--- src/verilog/iab_pkg.sv ---
package iab_pkg;
  localparam int          ADDR_W      = 4;
  localparam int          DATA_W      = 8;
  localparam int          CNT_W       = 4;
  localparam int          EV_W        = 3;
  // Register offsets
  localparam logic [3:0]  OFS_STATUS  = 4'h0;
  localparam logic [3:0]  OFS_CTRL    = 4'h1;
  localparam logic [3:0]  OFS_IRQ_ST  = 4'h2;
  localparam logic [3:0]  OFS_IRQ_MSK = 4'h3;
  // Field positions
  localparam int          ACK_POS     = 0;
  localparam int          ACK_CHECK_ENABLE_POS    = 0;
  localparam int          TRS_POS     = 1;
  localparam int          EV_BYTE     = 0;
  localparam int          EV_NACK     = 1;
  localparam int          EV_STOP     = 2;
  // Reset values and counts
  localparam logic [7:0]  ZERO_WORD   = 8'h00;
  localparam logic [2:0]  EV_NONE     = 3'h0;
  localparam logic [3:0]  CNT_ZERO    = 4'h0;
  localparam logic [3:0]  CNT_ONE     = 4'h1;
  localparam logic [3:0]  ACK_SLOT    = 4'h8;
  localparam logic [1:0]  PIN_IDLE    = 2'h3;
endpackage

--- src/verilog/iab_ack.sv ---
`timescale 1ns/10ps
// How it works
// Acknowledge bit is status bit 0 and resets to zero.
// Transmit with checking on: returned high sets the acknowledge bit.
// Transmit with checking on: returned low clears the acknowledge bit.
// Writing zero to check enable clears the acknowledge bit.
// Receive: stored level goes onto data line in each ack slot.
// Reads give captured value when transmitting, written value otherwise.
// Software writes update the receive acknowledge level in any mode.
// Software rewrites the acknowledge level after read-modify-write of flags.
// Software clears check enable before ending transfer with stop; the testbench clears it only between transfers, after a stop.
// Acknowledge sampled or driven during ninth serial clock of a byte.
module iab_ack (
  input  wire logic                        clock,
  input  wire logic                        nrst,
  input  wire logic [iab_pkg::ADDR_W-1:0]  reg_addr,
  input  wire logic [iab_pkg::DATA_W-1:0]  reg_wdata,
  input  wire logic                        reg_wr,
  input  wire logic                        reg_rd,
  output logic      [iab_pkg::DATA_W-1:0]  reg_rdata,
  input  wire logic                        scl_in,
  input  wire logic                        sda_in,
  output logic                             sda_out,
  output logic                             sda_oe,
  output logic                             irq
);
  import iab_pkg::*;

  function automatic logic hit(input logic [ADDR_W-1:0] a,
                               input logic [ADDR_W-1:0] ofs);
    hit = (a == ofs);
  endfunction

  logic [1:0]        pins_s;
  logic              ack_slot;
  logic              ack_rise;
  logic              ack_val;
  logic              stop_seen;

  logic              ack_tx_r,   ack_tx_nxt;
  logic              ack_rx_r,   ack_rx_nxt;
  logic              ack_check_enable_r,     ack_check_enable_nxt;
  logic              trs_r,      trs_nxt;
  logic [EV_W-1:0]   ist_r,      ist_nxt;
  logic [EV_W-1:0]   imsk_r,     imsk_nxt;
  logic [DATA_W-1:0] rdata_r,    rdata_nxt;
  logic              sda_oe_r,   sda_oe_nxt;
  logic              sda_out_r,  sda_out_nxt;
  logic              irq_r,      irq_nxt;
  logic              wr_stat, wr_ctrl, wr_msk, rd_ist, capture;
  logic              ack_read;
  logic [EV_W-1:0]   ev;

  iab_sync #(
    .W (2)
  ) u_sync (
    .clock (clock),
    .nrst  (nrst),
    .d_in  ({scl_in, sda_in}),
    .d_out (pins_s)
  );

  iab_frame u_frame (
    .clock     (clock),
    .nrst      (nrst),
    .scl_s     (pins_s[1]),
    .sda_s     (pins_s[0]),
    .ack_slot  (ack_slot),
    .ack_rise  (ack_rise),
    .ack_val   (ack_val),
    .stop_seen (stop_seen)
  );

  always_comb begin
    wr_stat  = reg_wr && hit(reg_addr, OFS_STATUS);
    wr_ctrl  = reg_wr && hit(reg_addr, OFS_CTRL);
    wr_msk   = reg_wr && hit(reg_addr, OFS_IRQ_MSK);
    rd_ist   = reg_rd && hit(reg_addr, OFS_IRQ_ST);
    // Only a transmitting, checking interface listens to the slot
    capture  = ack_rise && trs_r && ack_check_enable_r;
    // Read source follows mode
    ack_read = trs_r ? ack_tx_r : ack_rx_r;

    ack_tx_nxt = ack_tx_r;
    ack_rx_nxt = ack_rx_r;
    ack_check_enable_nxt   = ack_check_enable_r;
    trs_nxt    = trs_r;
    imsk_nxt   = imsk_r;
    // Clear on check disable
    if (wr_ctrl && !reg_wdata[ACK_CHECK_ENABLE_POS]) begin
      ack_tx_nxt = 1'b0;
      ack_rx_nxt = 1'b0;
    end
    if (wr_ctrl) begin
      ack_check_enable_nxt = reg_wdata[ACK_CHECK_ENABLE_POS];
      trs_nxt  = reg_wdata[TRS_POS];
    end
    // Written level always kept
    if (wr_stat) begin
      ack_rx_nxt = reg_wdata[ACK_POS];
    end
    // Capture wins over clear
    if (capture) begin
      ack_tx_nxt = ack_val;
    end
    if (wr_msk) begin
      imsk_nxt = reg_wdata[EV_W-1:0];
    end

    ev          = EV_NONE;
    ev[EV_BYTE] = ack_rise;
    ev[EV_NACK] = capture && ack_val;
    ev[EV_STOP] = stop_seen;
    // Set wins over read clear
    ist_nxt = (rd_ist ? EV_NONE : ist_r) | ev;
    irq_nxt = |(ist_nxt & imsk_nxt);

    rdata_nxt = ZERO_WORD;
    if (reg_rd) begin
      case (reg_addr)
        OFS_STATUS:  rdata_nxt[ACK_POS] = ack_read;
        OFS_CTRL: begin
          rdata_nxt[ACK_CHECK_ENABLE_POS] = ack_check_enable_r;
          rdata_nxt[TRS_POS]  = trs_r;
        end
        OFS_IRQ_ST:  rdata_nxt[EV_W-1:0] = ist_r;
        OFS_IRQ_MSK: rdata_nxt[EV_W-1:0] = imsk_r;
        default:     rdata_nxt = ZERO_WORD;
      endcase
    end

    // Drive ack in receive
    sda_oe_nxt  = ack_slot && !trs_r && !ack_rx_r;
    sda_out_nxt = 1'b0;
  end

  always_ff @(posedge clock or negedge nrst) begin
    if (!nrst) begin
      ack_tx_r  <= 1'b0;
      ack_rx_r  <= 1'b0;
      ack_check_enable_r    <= 1'b0;
      trs_r     <= 1'b0;
      ist_r     <= EV_NONE;
      imsk_r    <= EV_NONE;
      rdata_r   <= ZERO_WORD;
      sda_oe_r  <= 1'b0;
      sda_out_r <= 1'b0;
      irq_r     <= 1'b0;
    end else begin
      ack_tx_r  <= ack_tx_nxt;
      ack_rx_r  <= ack_rx_nxt;
      ack_check_enable_r    <= ack_check_enable_nxt;
      trs_r     <= trs_nxt;
      ist_r     <= ist_nxt;
      imsk_r    <= imsk_nxt;
      rdata_r   <= rdata_nxt;
      sda_oe_r  <= sda_oe_nxt;
      sda_out_r <= sda_out_nxt;
      irq_r     <= irq_nxt;
    end
  end

  assign reg_rdata = rdata_r;
  assign sda_oe    = sda_oe_r;
  assign sda_out   = sda_out_r;
  assign irq       = irq_r;

  // Checks below watch only what this block drives
  logic boot_r;
  always_ff @(posedge clock or negedge nrst) begin
    if (!nrst) begin
      boot_r <= 1'b1;
    end else begin
      boot_r <= 1'b0;
    end
  end
endmodule

--- src/verilog/iab_sync.sv ---
`timescale 1ns/10ps
module iab_sync #(
  parameter int W = 2
) (
  input  wire logic         clock,
  input  wire logic         nrst,
  input  wire logic [W-1:0] d_in,
  output logic      [W-1:0] d_out
);
  logic [W-1:0] meta_r;
  logic [W-1:0] meta_nxt;
  logic [W-1:0] stab_r;
  logic [W-1:0] stab_nxt;

  // Idle bus lines are high, so both stages reset high
  always_comb begin
    meta_nxt = d_in;
    stab_nxt = meta_r;
  end

  always_ff @(posedge clock or negedge nrst) begin
    if (!nrst) begin
      meta_r <= '1;
      stab_r <= '1;
    end else begin
      meta_r <= meta_nxt;
      stab_r <= stab_nxt;
    end
  end

  assign d_out = stab_r;
endmodule

--- src/verilog/iab_frame.sv ---
`timescale 1ns/10ps
module iab_frame (
  input  wire logic                  clock,
  input  wire logic                  nrst,
  input  wire logic                  scl_s,
  input  wire logic                  sda_s,
  output logic                       ack_slot,
  output logic                       ack_rise,
  output logic                       ack_val,
  output logic                       stop_seen
);
  import iab_pkg::*;

  logic             scl_d_r,  scl_d_nxt;
  logic             sda_d_r,  sda_d_nxt;
  logic             busy_r,   busy_nxt;
  logic [CNT_W-1:0] cnt_r,    cnt_nxt;
  logic             slot_r,   slot_nxt;
  logic             rise_r,   rise_nxt;
  logic             val_r,    val_nxt;
  logic             stop_r,   stop_nxt;
  logic             skip_r,   skip_nxt;
  logic             scl_rise, scl_fall, start_c, stop_c;

  always_comb begin
    scl_rise  = scl_s & ~scl_d_r;
    scl_fall  = ~scl_s & scl_d_r;
    start_c   = scl_s & scl_d_r & sda_d_r & ~sda_s;
    stop_c    = scl_s & scl_d_r & ~sda_d_r & sda_s;
    scl_d_nxt = scl_s;
    sda_d_nxt = sda_s;
    busy_nxt  = busy_r;
    cnt_nxt   = cnt_r;
    skip_nxt  = skip_r;
    if (start_c) begin
      busy_nxt = 1'b1;
      cnt_nxt  = CNT_ZERO;
      skip_nxt = 1'b1;
    end else if (stop_c) begin
      busy_nxt = 1'b0;
      cnt_nxt  = CNT_ZERO;
      skip_nxt = 1'b0;
    end else if (busy_r && scl_fall) begin
      // Fall that follows start is no bit
      if (skip_r) begin
        skip_nxt = 1'b0;
      end else begin
        // Ninth clock slot
        cnt_nxt = (cnt_r == ACK_SLOT) ? CNT_ZERO : cnt_r + CNT_ONE;
      end
    end
    slot_nxt = busy_nxt && (cnt_nxt == ACK_SLOT);
    // Sample on ninth rise
    rise_nxt = busy_r && scl_rise && (cnt_r == ACK_SLOT);
    val_nxt  = rise_nxt ? sda_s : val_r;
    stop_nxt = stop_c;
  end

  always_ff @(posedge clock or negedge nrst) begin
    if (!nrst) begin
      scl_d_r <= 1'b1;
      sda_d_r <= 1'b1;
      busy_r  <= 1'b0;
      cnt_r   <= CNT_ZERO;
      slot_r  <= 1'b0;
      rise_r  <= 1'b0;
      val_r   <= 1'b1;
      stop_r  <= 1'b0;
      skip_r  <= 1'b0;
    end else begin
      scl_d_r <= scl_d_nxt;
      sda_d_r <= sda_d_nxt;
      busy_r  <= busy_nxt;
      cnt_r   <= cnt_nxt;
      slot_r  <= slot_nxt;
      rise_r  <= rise_nxt;
      val_r   <= val_nxt;
      stop_r  <= stop_nxt;
      skip_r  <= skip_nxt;
    end
  end

  assign ack_slot  = slot_r;
  assign ack_rise  = rise_r;
  assign ack_val   = val_r;
  assign stop_seen = stop_r;
endmodule

--- config.mk ---
export PLATFORM = sky130hd
export DESIGN_NAME = iab_ack
export DESIGN_NICKNAME = d
export VERILOG_FILES = /design/src/verilog/iab_pkg.sv /design/src/verilog/iab_ack.sv /design/src/verilog/iab_sync.sv /design/src/verilog/iab_frame.sv
export SDC_FILE = /design/constraint.sdc
export NUM_CORES = 1
export LEC_CHECK = 0
export ABC_AREA = 1
export BUFFER_PORTS_ARGS = -buffer_cell sky130_fd_sc_hd__clkbuf_2
export CORE_MARGIN = 5
export CORE_UTILIZATION = 57
export CTS_BUF_LIST = sky130_fd_sc_hd__clkbuf_8
export CTS_CLUSTER_SIZE = 40
export DETAILED_ROUTE_END_ITERATION = 10
export PLACE_DENSITY = 0.81
export SLEW_MARGIN = 10
export SYNTH_ARGS = -nofsm -noshare
export SYNTH_HDL_FRONTEND = slang
export SYNTH_HIERARCHICAL = 1
export SYNTH_SLANG_ARGS = --single-unit
--- constraint.sdc ---
create_clock -name clock -period 1.7 [get_ports clock]
set_clock_uncertainty 0.15 [all_clocks]
set_input_delay 0.34 -clock clock [delete_from_list [all_inputs] [get_ports clock]]
set_output_delay 0.34 -clock clock [all_outputs]
set_load 0.01 [all_outputs]
# Word level (Yosys, flattened, before mapping)
# Cells that the tools add are included.
# totals
reg_bits	36
in_bits	18
# op_classes
addsub	1
eq_ne	5
mux	20
bitwise_logic	13
reduce_logical	22
# op_table
cell	n
two-way mux 4 bit	5
logical AND 1 bit	14
two-way mux 1 bit	9
two-way mux 3 bit	3
equality test 4 x 2 -> 1 bit, second input constant	2
equality test 4 bit, second input constant	2
AND 1 bit	7
adder 4 x 1 -> 4 bit, second input constant	1
equality test 4 x 1 -> 1 bit, second input constant	1
zero test 4 bit	1
inverter 1 bit	4
case mux 1 bit (4 select lines)	1
nonzero test 2 bit	2
AND 3 bit	1
zero test 1 bit	3
bitwise OR 3 bit	1
case mux 1 bit (3 select lines)	1
nonzero test 3 bit	1
OR reduction 3 bit	1
case mux 1 bit (2 select lines)	1

# Depth between registers and ports, before layout
# Gate-level depths: netlist (run 1).
# logic_depth
depth_word	8
depth_mapped	10
ltp_nobuf	10

# Modules after synthesis
# Netlist (run 1), hierarchy kept.
# modules_own_cells
mod	instances	cells_each	area_each_um2	seq_area_each_um2
iab_ack	1	92	792.0	375.4
iab_frame	1	85	656.9	304.0
iab_sync	1	4	105.1	105.1

# Least setup slack after synthesis (run 1)
# OpenSTA, ideal clock, no wires.
# synth_path
path_kind	flip-flop to flip-flop
start	register u_frame.cnt_r[0]
end	register u_frame.slot_r, in the netlist u_frame/ack_slot
setup_time_ns	0.080
arrival_time_ns	1.133
setup_slack_ns	0.336
stages_incl_launch_ff	11
n_path_buf	0
cell_sequence	dfrtp_1 -> inv_1 -> ha_1 -> nand2_1 -> nor2_1 -> nand2_1 -> nand2_1 -> nand2_1 -> nand2_1 -> nand2_1 -> nor3_2
# synth_via
elab_chain_cells	8
# synth_lines
element	line_no	rtl
start: declaration	iab_frame.sv:17	logic [CNT_W-1:0] cnt_r, cnt_nxt;
start signal: assignment	iab_frame.sv:74	cnt_r <= cnt_nxt;
adder 4 x 1 -> 4 bit or equality test 4 bit (tied branches)	iab_frame.sv:49	cnt_nxt = (cnt_r == ACK_SLOT) ? CNT_ZERO : cnt_r + CNT_ONE;
two-way mux 4 bit	iab_frame.sv:49	
two-way mux 4 bit	iab_frame.sv:45	if (skip_r) begin
two-way mux 4 bit (*)	iab_frame.sv:43	end else if (busy_r && scl_fall) begin
two-way mux 4 bit (*)	iab_frame.sv:39	end else if (stop_c) begin
two-way mux 4 bit (*)	iab_frame.sv:35	if (start_c) begin
equality test 4 bit (*)	iab_frame.sv:52	slot_nxt = busy_nxt && (cnt_nxt == ACK_SLOT);
logical AND 1 bit (*)	iab_frame.sv:52	
named net u_frame.slot_nxt	iab_frame.sv:18	logic slot_r, slot_nxt;
end signal: assignment	iab_frame.sv:75	slot_r <= slot_nxt;
end: declaration	iab_frame.sv:18	
# Mark *: on every way through the listed nets, which the timed path passes. The rest lies on a longest branch.
# A chain may end at the register's enable or synchronous reset.

# Worst setup path after layout (run 1)
# layout_path
start	register u_frame.scl_d_r
end	register u_frame.slot_r, in the netlist u_frame/ack_slot
# layout_via
elab_chain_cells	7
# layout_lines
element	line_no	rtl
start: declaration	iab_frame.sv:14	logic scl_d_r, scl_d_nxt;
start signal: assignment	iab_frame.sv:71	scl_d_r <= scl_d_nxt;
AND 1 bit, on equally long branches	iab_frame.sv:28, iab_frame.sv:29, iab_frame.sv:27	
AND 1 bit or logical AND 1 bit (tied branches)	iab_frame.sv:29, iab_frame.sv:43	
AND 1 bit or two-way mux 4 bit (tied branches)	iab_frame.sv:29, iab_frame.sv:43	
two-way mux 4 bit	iab_frame.sv:39	
two-way mux 4 bit	iab_frame.sv:35	
equality test 4 bit	iab_frame.sv:52	
logical AND 1 bit (*)	iab_frame.sv:52	
named net u_frame.slot_nxt	iab_frame.sv:18	
# Marked as above.

==> flow_summary.json, run 1 <==
{
  "diodes": 0,
  "cts_tree": "yes",
  "leakage_nw": 0.9521,
  "wirelength_um": 2932,
  "cp_common_cell": "nand2_1",
  "fin_ws_ps": 161.4,
  "drc": 0,
  "die_h_um": 62.22,
  "start_util": 0.5785,
  "gp_congestion": 0.8820,
  "syn_inst": 181,
  "min_path_type": "in2reg",
  "synth-edff-count": 0,
  "worstSetupPathType": "reg2reg",
  "yosysWarnings": 6,
  "finalPower_w": 0.001998,
  "tns_ps": 0,
  "cts_buffer_depth": 2,
  "cp_cell_sequence": "nand2_1 > nor2_2 > nand2_2 > nand2_1 > nand3_1 > nand2_1 > nor3_2",
  "synthTopCellsByArea": "dfrtp_1 (39%), dfstp_2 (12%), nand2_1 (12%)",
  "clk_latency_ps": 280,
  "syn-cell-area_sq_um": 1554,
  "end_kind": "flop",
  "slew_viol_final": 0,
  "yosys-top-cells-count": "nand2_1 (48), dfrtp_1 (24), inv_1 (19)",
  "cts.sinks": 31,
  "grt_pass1_vias": 1204,
  "gr-total-overflow": 0,
  "drtIter0Drc": 80,
  "synth.ff_latch_count": 31,
  "critPathLaunchType": "flop",
  "worstPathArrival_ps": 1550,
  "seq_area_frac_synth": 0.5048,
  "ys.flop_type": "dfrtp_1",
  "syn_area_per_cell_sq_um": 8.586,
  "grt_max_degree": 32,
  "synth.distinct_cells": 26,
  "postSynth.asyncResetShare": 1.000,
  "rrSetupSlack_ps": 160,
  "status": "finished, final reports clean",
  "critical_path.top_delay_family": "simple AND/OR/NAND/NOR gates",
  "hold_depth": 3,
  "path_buf_inv": 0,
  "root_buffer": "clkbuf_8",
  "drive_above_1_share": 0.3014,
  "period_share": 0.9051,
  "io_pins": 29,
  "maxCapViolCount": 0,
  "max_freq_ghz": 0.6499,
  "detail_route.vias_per_cell": 5.092,
  "dieArea_sq_um": 3871,
  "antenna_found_initial": 0,
  "cts_buffers": 5,
  "core_region_area_sq_um": 2686,
  "setup_viol": 0,
  "syn_to_final_growth_pct": 14.25,
  "cpPeakStageDelay_ps": 560,
  "portBuffers": 17,
  "grt_pass1_wl_um": 5147,
  "dr.pass1.iters": 5,
  "dpl.hpwl_um": 2186,
  "r2r_cells": 7,
  "ant_nets": 0,
  "pre_cts_slack_ps": 139.3,
  "rsz0062_at_grt": "no",
  "ir_worst_vdd_uv": 859.6,
  "synth.most_common_cell": "nand2_1",
  "num_rows": 19,
  "crit_required_ps": 1720,
  "htree_levels": 2,
  "hold_violations": 0,
  "crit_slowest_cell": "dfstp_2",
  "wl_per_cell_um": 12.22,
  "die_w_um": 62.22,
  "pwr_density_cell_nw_per_um2": 1126,
  "netlist.area_leader.share": 0.3865,
  "num-nets-final": 228,
  "crit_fanout": 5,
  "synth_top_cell_by_area": "dfrtp_1",
  "cp_num_cells": 7,
  "path_clk_slew_ps": 70,
  "grt_usage": 0.1640,
  "period_minus_slack_ps": 1539,
  "vias": 1222
}
## registers in the layout, indices dropped and copies added (netlist names), 2 cells and up
name	flops
ist_r	3
u_frame/cnt_r	4
imsk_r	3
reg_rdata	3
u_sync/meta_r	2
u_sync/d_out	2
## power by group
part	total, W	switching (W)	internal (W)
combinational	0.000478	0.000298	0.000179
sequential	0.000990	0.000104	0.000886
clock	0.000530	0.000251	0.000279
## cell type report
type / count / area [sq um]
flip-flops and latches: 31 / 784.5
clock inverters: 3 / 15.01
fillers: 230 / 910.9
well taps: 31 / 38.79
repair buffers: 23 / 137.6
clock buffers: 5 / 68.82
multi-input cells: 123 / 639.4
inverters: 24 / 91.34
## final timing paths
kind | start | end
worst max-delay path | u_frame/scl_d_r | u_frame/ack_slot
worst max register to register | u_frame/scl_d_r | u_frame/ack_slot
max in group asynchronous | nrst | u_frame/scl_d_r
min in group asynchronous | nrst | trs_r
worst min-delay path | reg_rd | reg_rdata[1]
worst min register to register | u_sync/meta_r[1] | u_sync/d_out[1]
## layer usage
layer	part of all wire	track usage	vias to the layer above
met5	0	0	-
met4	0.014	0.07859	0
met3	0.065	0.04685	10
met2	0.54	0.2979	36
met1	0.38	0.1698	569
li1	-	-	607
## through the flow
stage | hold WS (ps) | instance area [sq um] | cells | util
final | 165.3 | 1775 | 240 | 0.6609
after floorplan | -105.6 | 1573 | 186 | -
after CTS | 159.0 | 1765 | 239 | 0.6572
after global placement | 195.9 | 1652 | 228 | 0.6148
after global routing | 169.9 | 1775 | 240 | 0.6609
after detailed placement | 197.2 | 1652 | 228 | 0.6148
## timing repair
item                                    CTS  global route
hold buffers                              3             0
endpoints found under the setup margin    0             1
endpoints found under the hold margin    26             0
buffers inserted                          0             1
resized for setup                         0             1
## layout by cell type (no fill, tap or decap), types with 6 or more instances in the layout
master	Yosys	routed
dfrtp_1	24	24
inv_1	19	19
conb_1	1	6
nand2_2	9	9
nor2_1	13	12
clkbuf_2	0	17
nand3_1	17	17
nand2_1	48	48
dfstp_2	7	7
nand4_1	6	6
## cell families after synthesis
kind of cell / share of synthesized area
simple gates: 0.3551
compound gates: 0.02415
buf+inv: 0.09741
other cells: 0.002413
flops: 0.5048
fa+ha+maj: 0.01610
## tightest hold or removal path, delay by kind of cell
kind,cells,cell delay [ps]
simple gates,1,70
buf+inv,2,140
No activity file was read; power rests on OpenSTA's default activity.
==> run 2: changes to the inputs <==
- PLACE_DENSITY: 0.81 -> 0.87
==> run 2 against run 1 <==
Net effect:
- design area unchanged
- wire length is 8.8% lower
- sequential power about the same
- first-iteration DRC count shrank 8.8%
- cell count fell by 0.42%
- clock power is 7.2% higher
- register-to-register slack worse by 50 ps
- global-route usage is 1.4 points lower
- count of clock-buffer cells in the layout up 1
- largest cell class unchanged
==> flow_summary.json, run 2 (synthesis gave the netlist of run 1 again) <==
{
  "root_buffer": "clkbuf_8",
  "r2r_start": "u_frame/cnt_r[0]",
  "dr.pass1.iters": 4,
  "fin_ws_ps": 115.1,
  "cts_buffer_depth": 2,
  "pwr_density_cell_nw_per_um2": 1133,
  "wirelength_um": 2674,
  "p_sw_frac": 0.3163,
  "drtIter0Drc": 73,
  "antenna_found_initial": 0,
  "diodes": 0,
  "ir_worst_vdd_uv": 978.4,
  "dieArea_sq_um": 3871,
  "grt_pass1_vias": 1056,
  "final_common_cell": "nand2_1",
  "hold_violations": 0,
  "ant_nets": 0,
  "p_seq_frac": 0.493,
  "cts_tree": "yes",
  "detail_route.vias_per_cell": 4.941,
  "cp_cell_sequence": "inv_1 > ha_1 > nand2_1 > nor2_2 > nand2_1 > nand2_1 > nand2_1 > nand2_1 > nand2_1 > nor3_2",
  "post_cts_buffers": 0,
  "portBuffers": 17,
  "hp-start": "reg_rd",
  "endpoint": "u_frame/ack_slot",
  "regMostFlops": "u_frame/cnt_r",
  "cp-startpoint": "u_frame/cnt_r[0]",
  "syn_to_final_growth_pct": 14.25,
  "die_h_um": 62.22,
  "end_kind": "flop",
  "wl_per_cell_um": 11.19,
  "drive_above_1_share": 0.2933,
  "gp_congestion": 0.8753,
  "layout_common_cells": "nand2_1 (48), dfrtp_1 (24), inv_1 (20)",
  "start_util": 0.5785,
  "pwr-share-clk": 0.282,
  "r2r_cells": 10,
  "grt_max_degree": 32,
  "core_region_area_sq_um": 2686,
  "min_path_type": "in2reg",
  "num-fill-cells": 229,
  "design_area_sq_um": 1775,
  "largest_reg_flops": 4,
  "leakage_nw": 0.9518,
  "gr-total-overflow": 0,
  "max_freq_ghz": 0.6310,
  "crit_slowest_cell": "dfrtp_1",
  "period_minus_slack_ps": 1585,
  "cts_buffers": 5,
  "cts.sinks": 31,
  "num_rows": 19,
  "cp_common_cell": "nand2_1",
  "setup_viol": 0,
  "cpPeakStageDelay_ps": 400,
  "grt_pass1_wl_um": 4581,
  "p_int_w": 0.001375,
  "pre_cts_slack_ps": 128.7,
  "io_pins": 29,
  "tns_ps": 0,
  "num-nets-final": 227,
  "die_w_um": 62.22,
  "grt_usage": 0.1500,
  "comb_power_share": 0.224,
  "slew_viol_final": 0,
  "worstSetupPathType": "reg2reg",
  "crit_fanout": 4,
  "drc": 0,
  "dpl.hpwl_um": 2033,
  "htree_levels": 2,
  "period_share": 0.9323,
  "r2r-end": "u_frame/ack_slot",
  "crit_required_ps": 1750,
  "dpl_cell_area_sq_um": 1652,
  "vias": 1181,
  "path_clk_slew_ps": 60,
  "p_sw_w": 0.0006363,
  "maxCapViolCount": 0,
  "critPathLaunchType": "flop",
  "rrSetupSlack_ps": 120,
  "worstPathArrival_ps": 1630,
  "status": "finished, final reports clean",
  "clk_latency_ps": 280
}
## run 2: metal layers
layer / vias up / GRT usage / wire length, um
li1: 606 / - / -
met5: - / 0 / 0
met3: 5 / 0.06306 / 165
met1: 539 / 0.1725 / 1088
met2: 31 / 0.2422 / 1391
met4: 0 / 0.06504 / 28
## run 2: power by group through the flow
stage | Combinational [W] | Clock (W) | Sequential, W
detailed placement | 0.000447 | 0 | 0.00100
finish | 0.000451 | 0.000568 | 0.000992
floorplan | 0.000338 | 0 | 0.000984
global placement | 0.000428 | 0 | 0.000997
global route | 0.000519 | 0.000633 | 0.00101
CTS | 0.000455 | 0.000599 | 0.000991
## run 2: worst min-delay path by stage
stage,to,slack [ps],depth (start not counted)
CTS,reg_rdata[1],140,3
global route,reg_rdata[1],160,3
global placement,u_sync/d_out[0],200,0
finish,reg_rdata[1],160,3
detailed placement,u_sync/d_out[0],200,0
floorplan,ack_check_enable_r,-110,0
## run 2: timing repair
| action | 4_1_cts | 5_1_grt |
|---|---|---|
| hold buffers | 3 | 0 |
| hold endpoints to repair | 26 | 0 |
| resized for setup | 0 | 1 |
| endpoints found under the setup margin | 0 | 1 |
## run 2: cell type report
cell class,instances,area [sq um],share of cell area
clock inverter,2,8.758,0.004933
inverter,24,91.34,0.05144
sequential,31,784.5,0.4419
timing repair buffer,22,130.1,0.07329
multi-input combinational,123,639.4,0.3601
clock buffer,6,82.58,0.04651
tap,31,38.79,0.02185
## run 2: metrics by stage
stage / utilization / power (W) / hold slack [ps] / std cells
4_1_cts: 0.6600 / 0.002045 / 144.7 / 239
3_5_place_dp: 0.6148 / 0.001450 / 197.0 / 228
6_report: 0.6609 / 0.002012 / 157.4 / 239
3_3_place_gp: 0.6148 / 0.001425 / 195.6 / 228
5_1_grt: 0.6609 / 0.002163 / 156.2 / 239
2_1_floorplan: - / 0.001323 / -105.6 / 186
## run 2: worst max-delay path: cells and delay by family, from the launching register on
kind	cells	cell delay [ps]
simple gates	8	650
flops	1	400
fa+ha+maj	1	180
buf+inv	1	110
==> run 3: changes to the inputs <==
- ABC_AREA: 1 -> not set
- CORE_UTILIZATION: 57 -> 56
- PLACE_DENSITY: 0.87 -> 0.86
==> run 3 against run 2 <==
Net effect:
- the run now ends with negative setup slack left
- critical path depth decreased by 6
- core utilization increased by 7.3 points
- count of clock-buffer cells in the layout unchanged
- critical path type unchanged
- design area increased by 1.5%
- largest power group unchanged
- combinational power increased by 44%
- synthesized cell count decreased by 33%
- total power increased by 21%
==> flow_summary.json, run 3 <==
{
  "die_w_um": 60.32,
  "pre_cts_slack_ps": -67.45,
  "synth-edff-count": 0,
  "worstSetupPathType": "reg2reg",
  "cpPeakStageDelay_ps": 570,
  "cts_buffers": 5,
  "postSynth.asyncResetShare": 1.000,
  "die_h_um": 60.32,
  "end_kind": "flop",
  "fin_ws_ps": -13.03,
  "synth.most_common_cell": "dfrtp_1",
  "portBuffers": 17,
  "root_buffer": "clkbuf_8",
  "synth.distinct_cells": 39,
  "num_rows": 18,
  "syn_area_per_cell_sq_um": 11.72,
  "grt_pass1_wl_um": 4519,
  "status": "finished with violations",
  "seq_area_frac_synth": 0.5534,
  "final_common_cell": "dfrtp_1",
  "pwr_density_cell_nw_per_um2": 1351,
  "max_freq_ghz": 0.5838,
  "maxCapViolCount": 0,
  "drtIter0Drc": 41,
  "clk_latency_ps": 280,
  "synth_top_cell_by_area": "dfrtp_1",
  "io_pins": 29,
  "netlist.area_leader.share": 0.4237,
  "grt_pass1_vias": 1039,
  "period_share": 1.008,
  "final_core_util": 0.7339,
  "regMostFlops": "u_frame/cnt_r",
  "crit_slowest_cell": "dfstp_2",
  "syn_inst": 121,
  "crit_fanout": 6,
  "start_util": 0.5775,
  "antenna_found_initial": 0,
  "diodes": 0,
  "gr-total-overflow": 0,
  "layout_common_cells": "dfrtp_1 (24), clkbuf_2 (17), buf_4 (15)",
  "num-fill-cells": 177,
  "hold_violations": 0,
  "wirelength_um": 2992,
  "synth.ff_latch_count": 31,
  "synthTopCellsByArea": "dfrtp_1 (42%), dfstp_2 (13%), mux2i_1 (3.5%)",
  "largest_reg_flops": 4,
  "syn_to_final_growth_pct": 27.10,
  "core_region_area_sq_um": 2455,
  "drive_above_1_share": 0.4099,
  "min_path_type": "in2reg",
  "period_minus_slack_ps": 1713,
  "num-nets-final": 180,
  "violations": "negative setup slack",
  "finalPower_w": 0.002434,
  "cp_cell_sequence": "nand3b_1 > or3_4 > a31oi_4 > nor4b_4",
  "leakage_nw": 0.8354,
  "ys.flop_type": "dfrtp_1",
  "setup_viol": 1,
  "drc": 0,
  "cts.sinks": 31,
  "slew_viol_final": 0,
  "dpl.hpwl_um": 1957,
  "ir_worst_vdd_uv": 1084,
  "yosysWarnings": 6,
  "cts_tree": "yes",
  "rsz0062_at_grt": "yes",
  "grt_usage": 0.1756,
  "worstPathArrival_ps": 1750,
  "wl_per_cell_um": 15.66,
  "gp_congestion": 0.8082,
  "vias": 1038,
  "grt_max_degree": 32,
  "critPathLaunchType": "flop",
  "htree_levels": 2,
  "dieArea_sq_um": 3638,
  "yosys-top-cells-count": "dfrtp_1 (24), nand2_1 (11), o21ai_0 (10)",
  "cts_buffer_depth": 2,
  "path_clk_slew_ps": 70,
  "ant_nets": 0,
  "syn-cell-area_sq_um": 1418,
  "crit_required_ps": 1740,
  "dr.pass1.iters": 4,
  "detail_route.vias_per_cell": 5.435
}
==> run 3: cell count changes after synthesis, moves of 6 or more <==
cell | before | now
nand2_1 | 48 | 11
inv_1 | 19 | 3
nand3_1 | 17 | 2
nand2_2 | 9 | 0
o21ai_0 | 1 | 10
nand4_1 | 6 | 0
==> run 3: kinds of logic (layout without fill, tap and decap cells) <==
kind of cell | after synthesis | count (layout) | share of synthesized area
AOI/OAI and AO/OA | 24 | 24 | 0.1130
xor gates and xnor gates | 1 | 1 | 0.006179
adders and majority gates | 2 | 2 | 0.01765
buffers and inverters | 11 | 46 | 0.05030
DFF | 31 | 31 | 0.5534
muxes | 11 | 11 | 0.08826
other | 1 | 6 | 0.002645
and+or+nand+nor | 40 | 40 | 0.1686
==> run 3: through the flow <==
stage | area, sq um | hold WS [ps] | setup TNS [ps] | cells
floorplan | 1436 | -105.6 | 0 | 126
global placement | 1567 | 195.8 | -50.32 | 174
detailed placement | 1567 | 197.2 | -128.8 | 174
CTS | 1744 | 153.4 | 0 | 189
global route | 1802 | 167.1 | -177.1 | 191
finish | 1802 | 156.8 | -13.03 | 191
==> run 3: power by group <==
group	internal (W)	total, W	switching [W]
logic	0.000347	0.000651	0.000305
registers	0.000916	0.00104	0.000119
clock network	0.000474	0.000747	0.000273
total	0.00174	0.00243	0.000697
==> run 3: final timing paths <==
path                                        from          endpoint  slack, ps  cells past startpoint
worst max-delay path             u_frame/scl_d_r  u_frame/ack_slot        -10                      4
worst min-delay path                reg_wdata[2]         imsk_r[2]        160                      3
worst max register to register   u_frame/scl_d_r  u_frame/ack_slot        -10                      4
worst min register to register  u_sync/meta_r[0]   u_sync/d_out[0]        210                      0
max in group asynchronous                   nrst  u_sync/meta_r[1]        620                      3
min in group asynchronous                   nrst      reg_rdata[2]        450                      3
==> run 3: cell type report <==
class,instances,area (sq um),area share
Clock inverter,2,35.03,0.01944
Clock buffer,6,82.58,0.04583
Tap cell,30,37.54,0.02083
Multi-Input combinational cell,84,623.1,0.3458
Inverter,3,11.26,0.006250
Timing Repair Buffer,35,227.7,0.1264
Sequential cell,31,784.5,0.4354
==> run 3: layer usage <==
metal | wire (um) | track usage
met1 | 1099 | 0.1890
met2 | 1641 | 0.3056
met3 | 216 | 0.05400
met4 | 34 | 0.09494
met5 | 0 | 0
==> run 3: timing repair <==
item | in CTS | in global routing
setup buffers | 4 | 2
hold buffers | 3 | 0
pin swaps | 3 | 2
endpoints found under the setup margin | 1 | 2
resized for setup | 1 | 8
endpoints found under the hold margin | 26 | 0
==> run 3: worst max-delay path, delay by kind of cell (launching register included) <==
family             cells  cell delay (ps)
AOI/OAI and AO/OA      1              170
DFF                    1              570
and+or+nand+nor        3              730
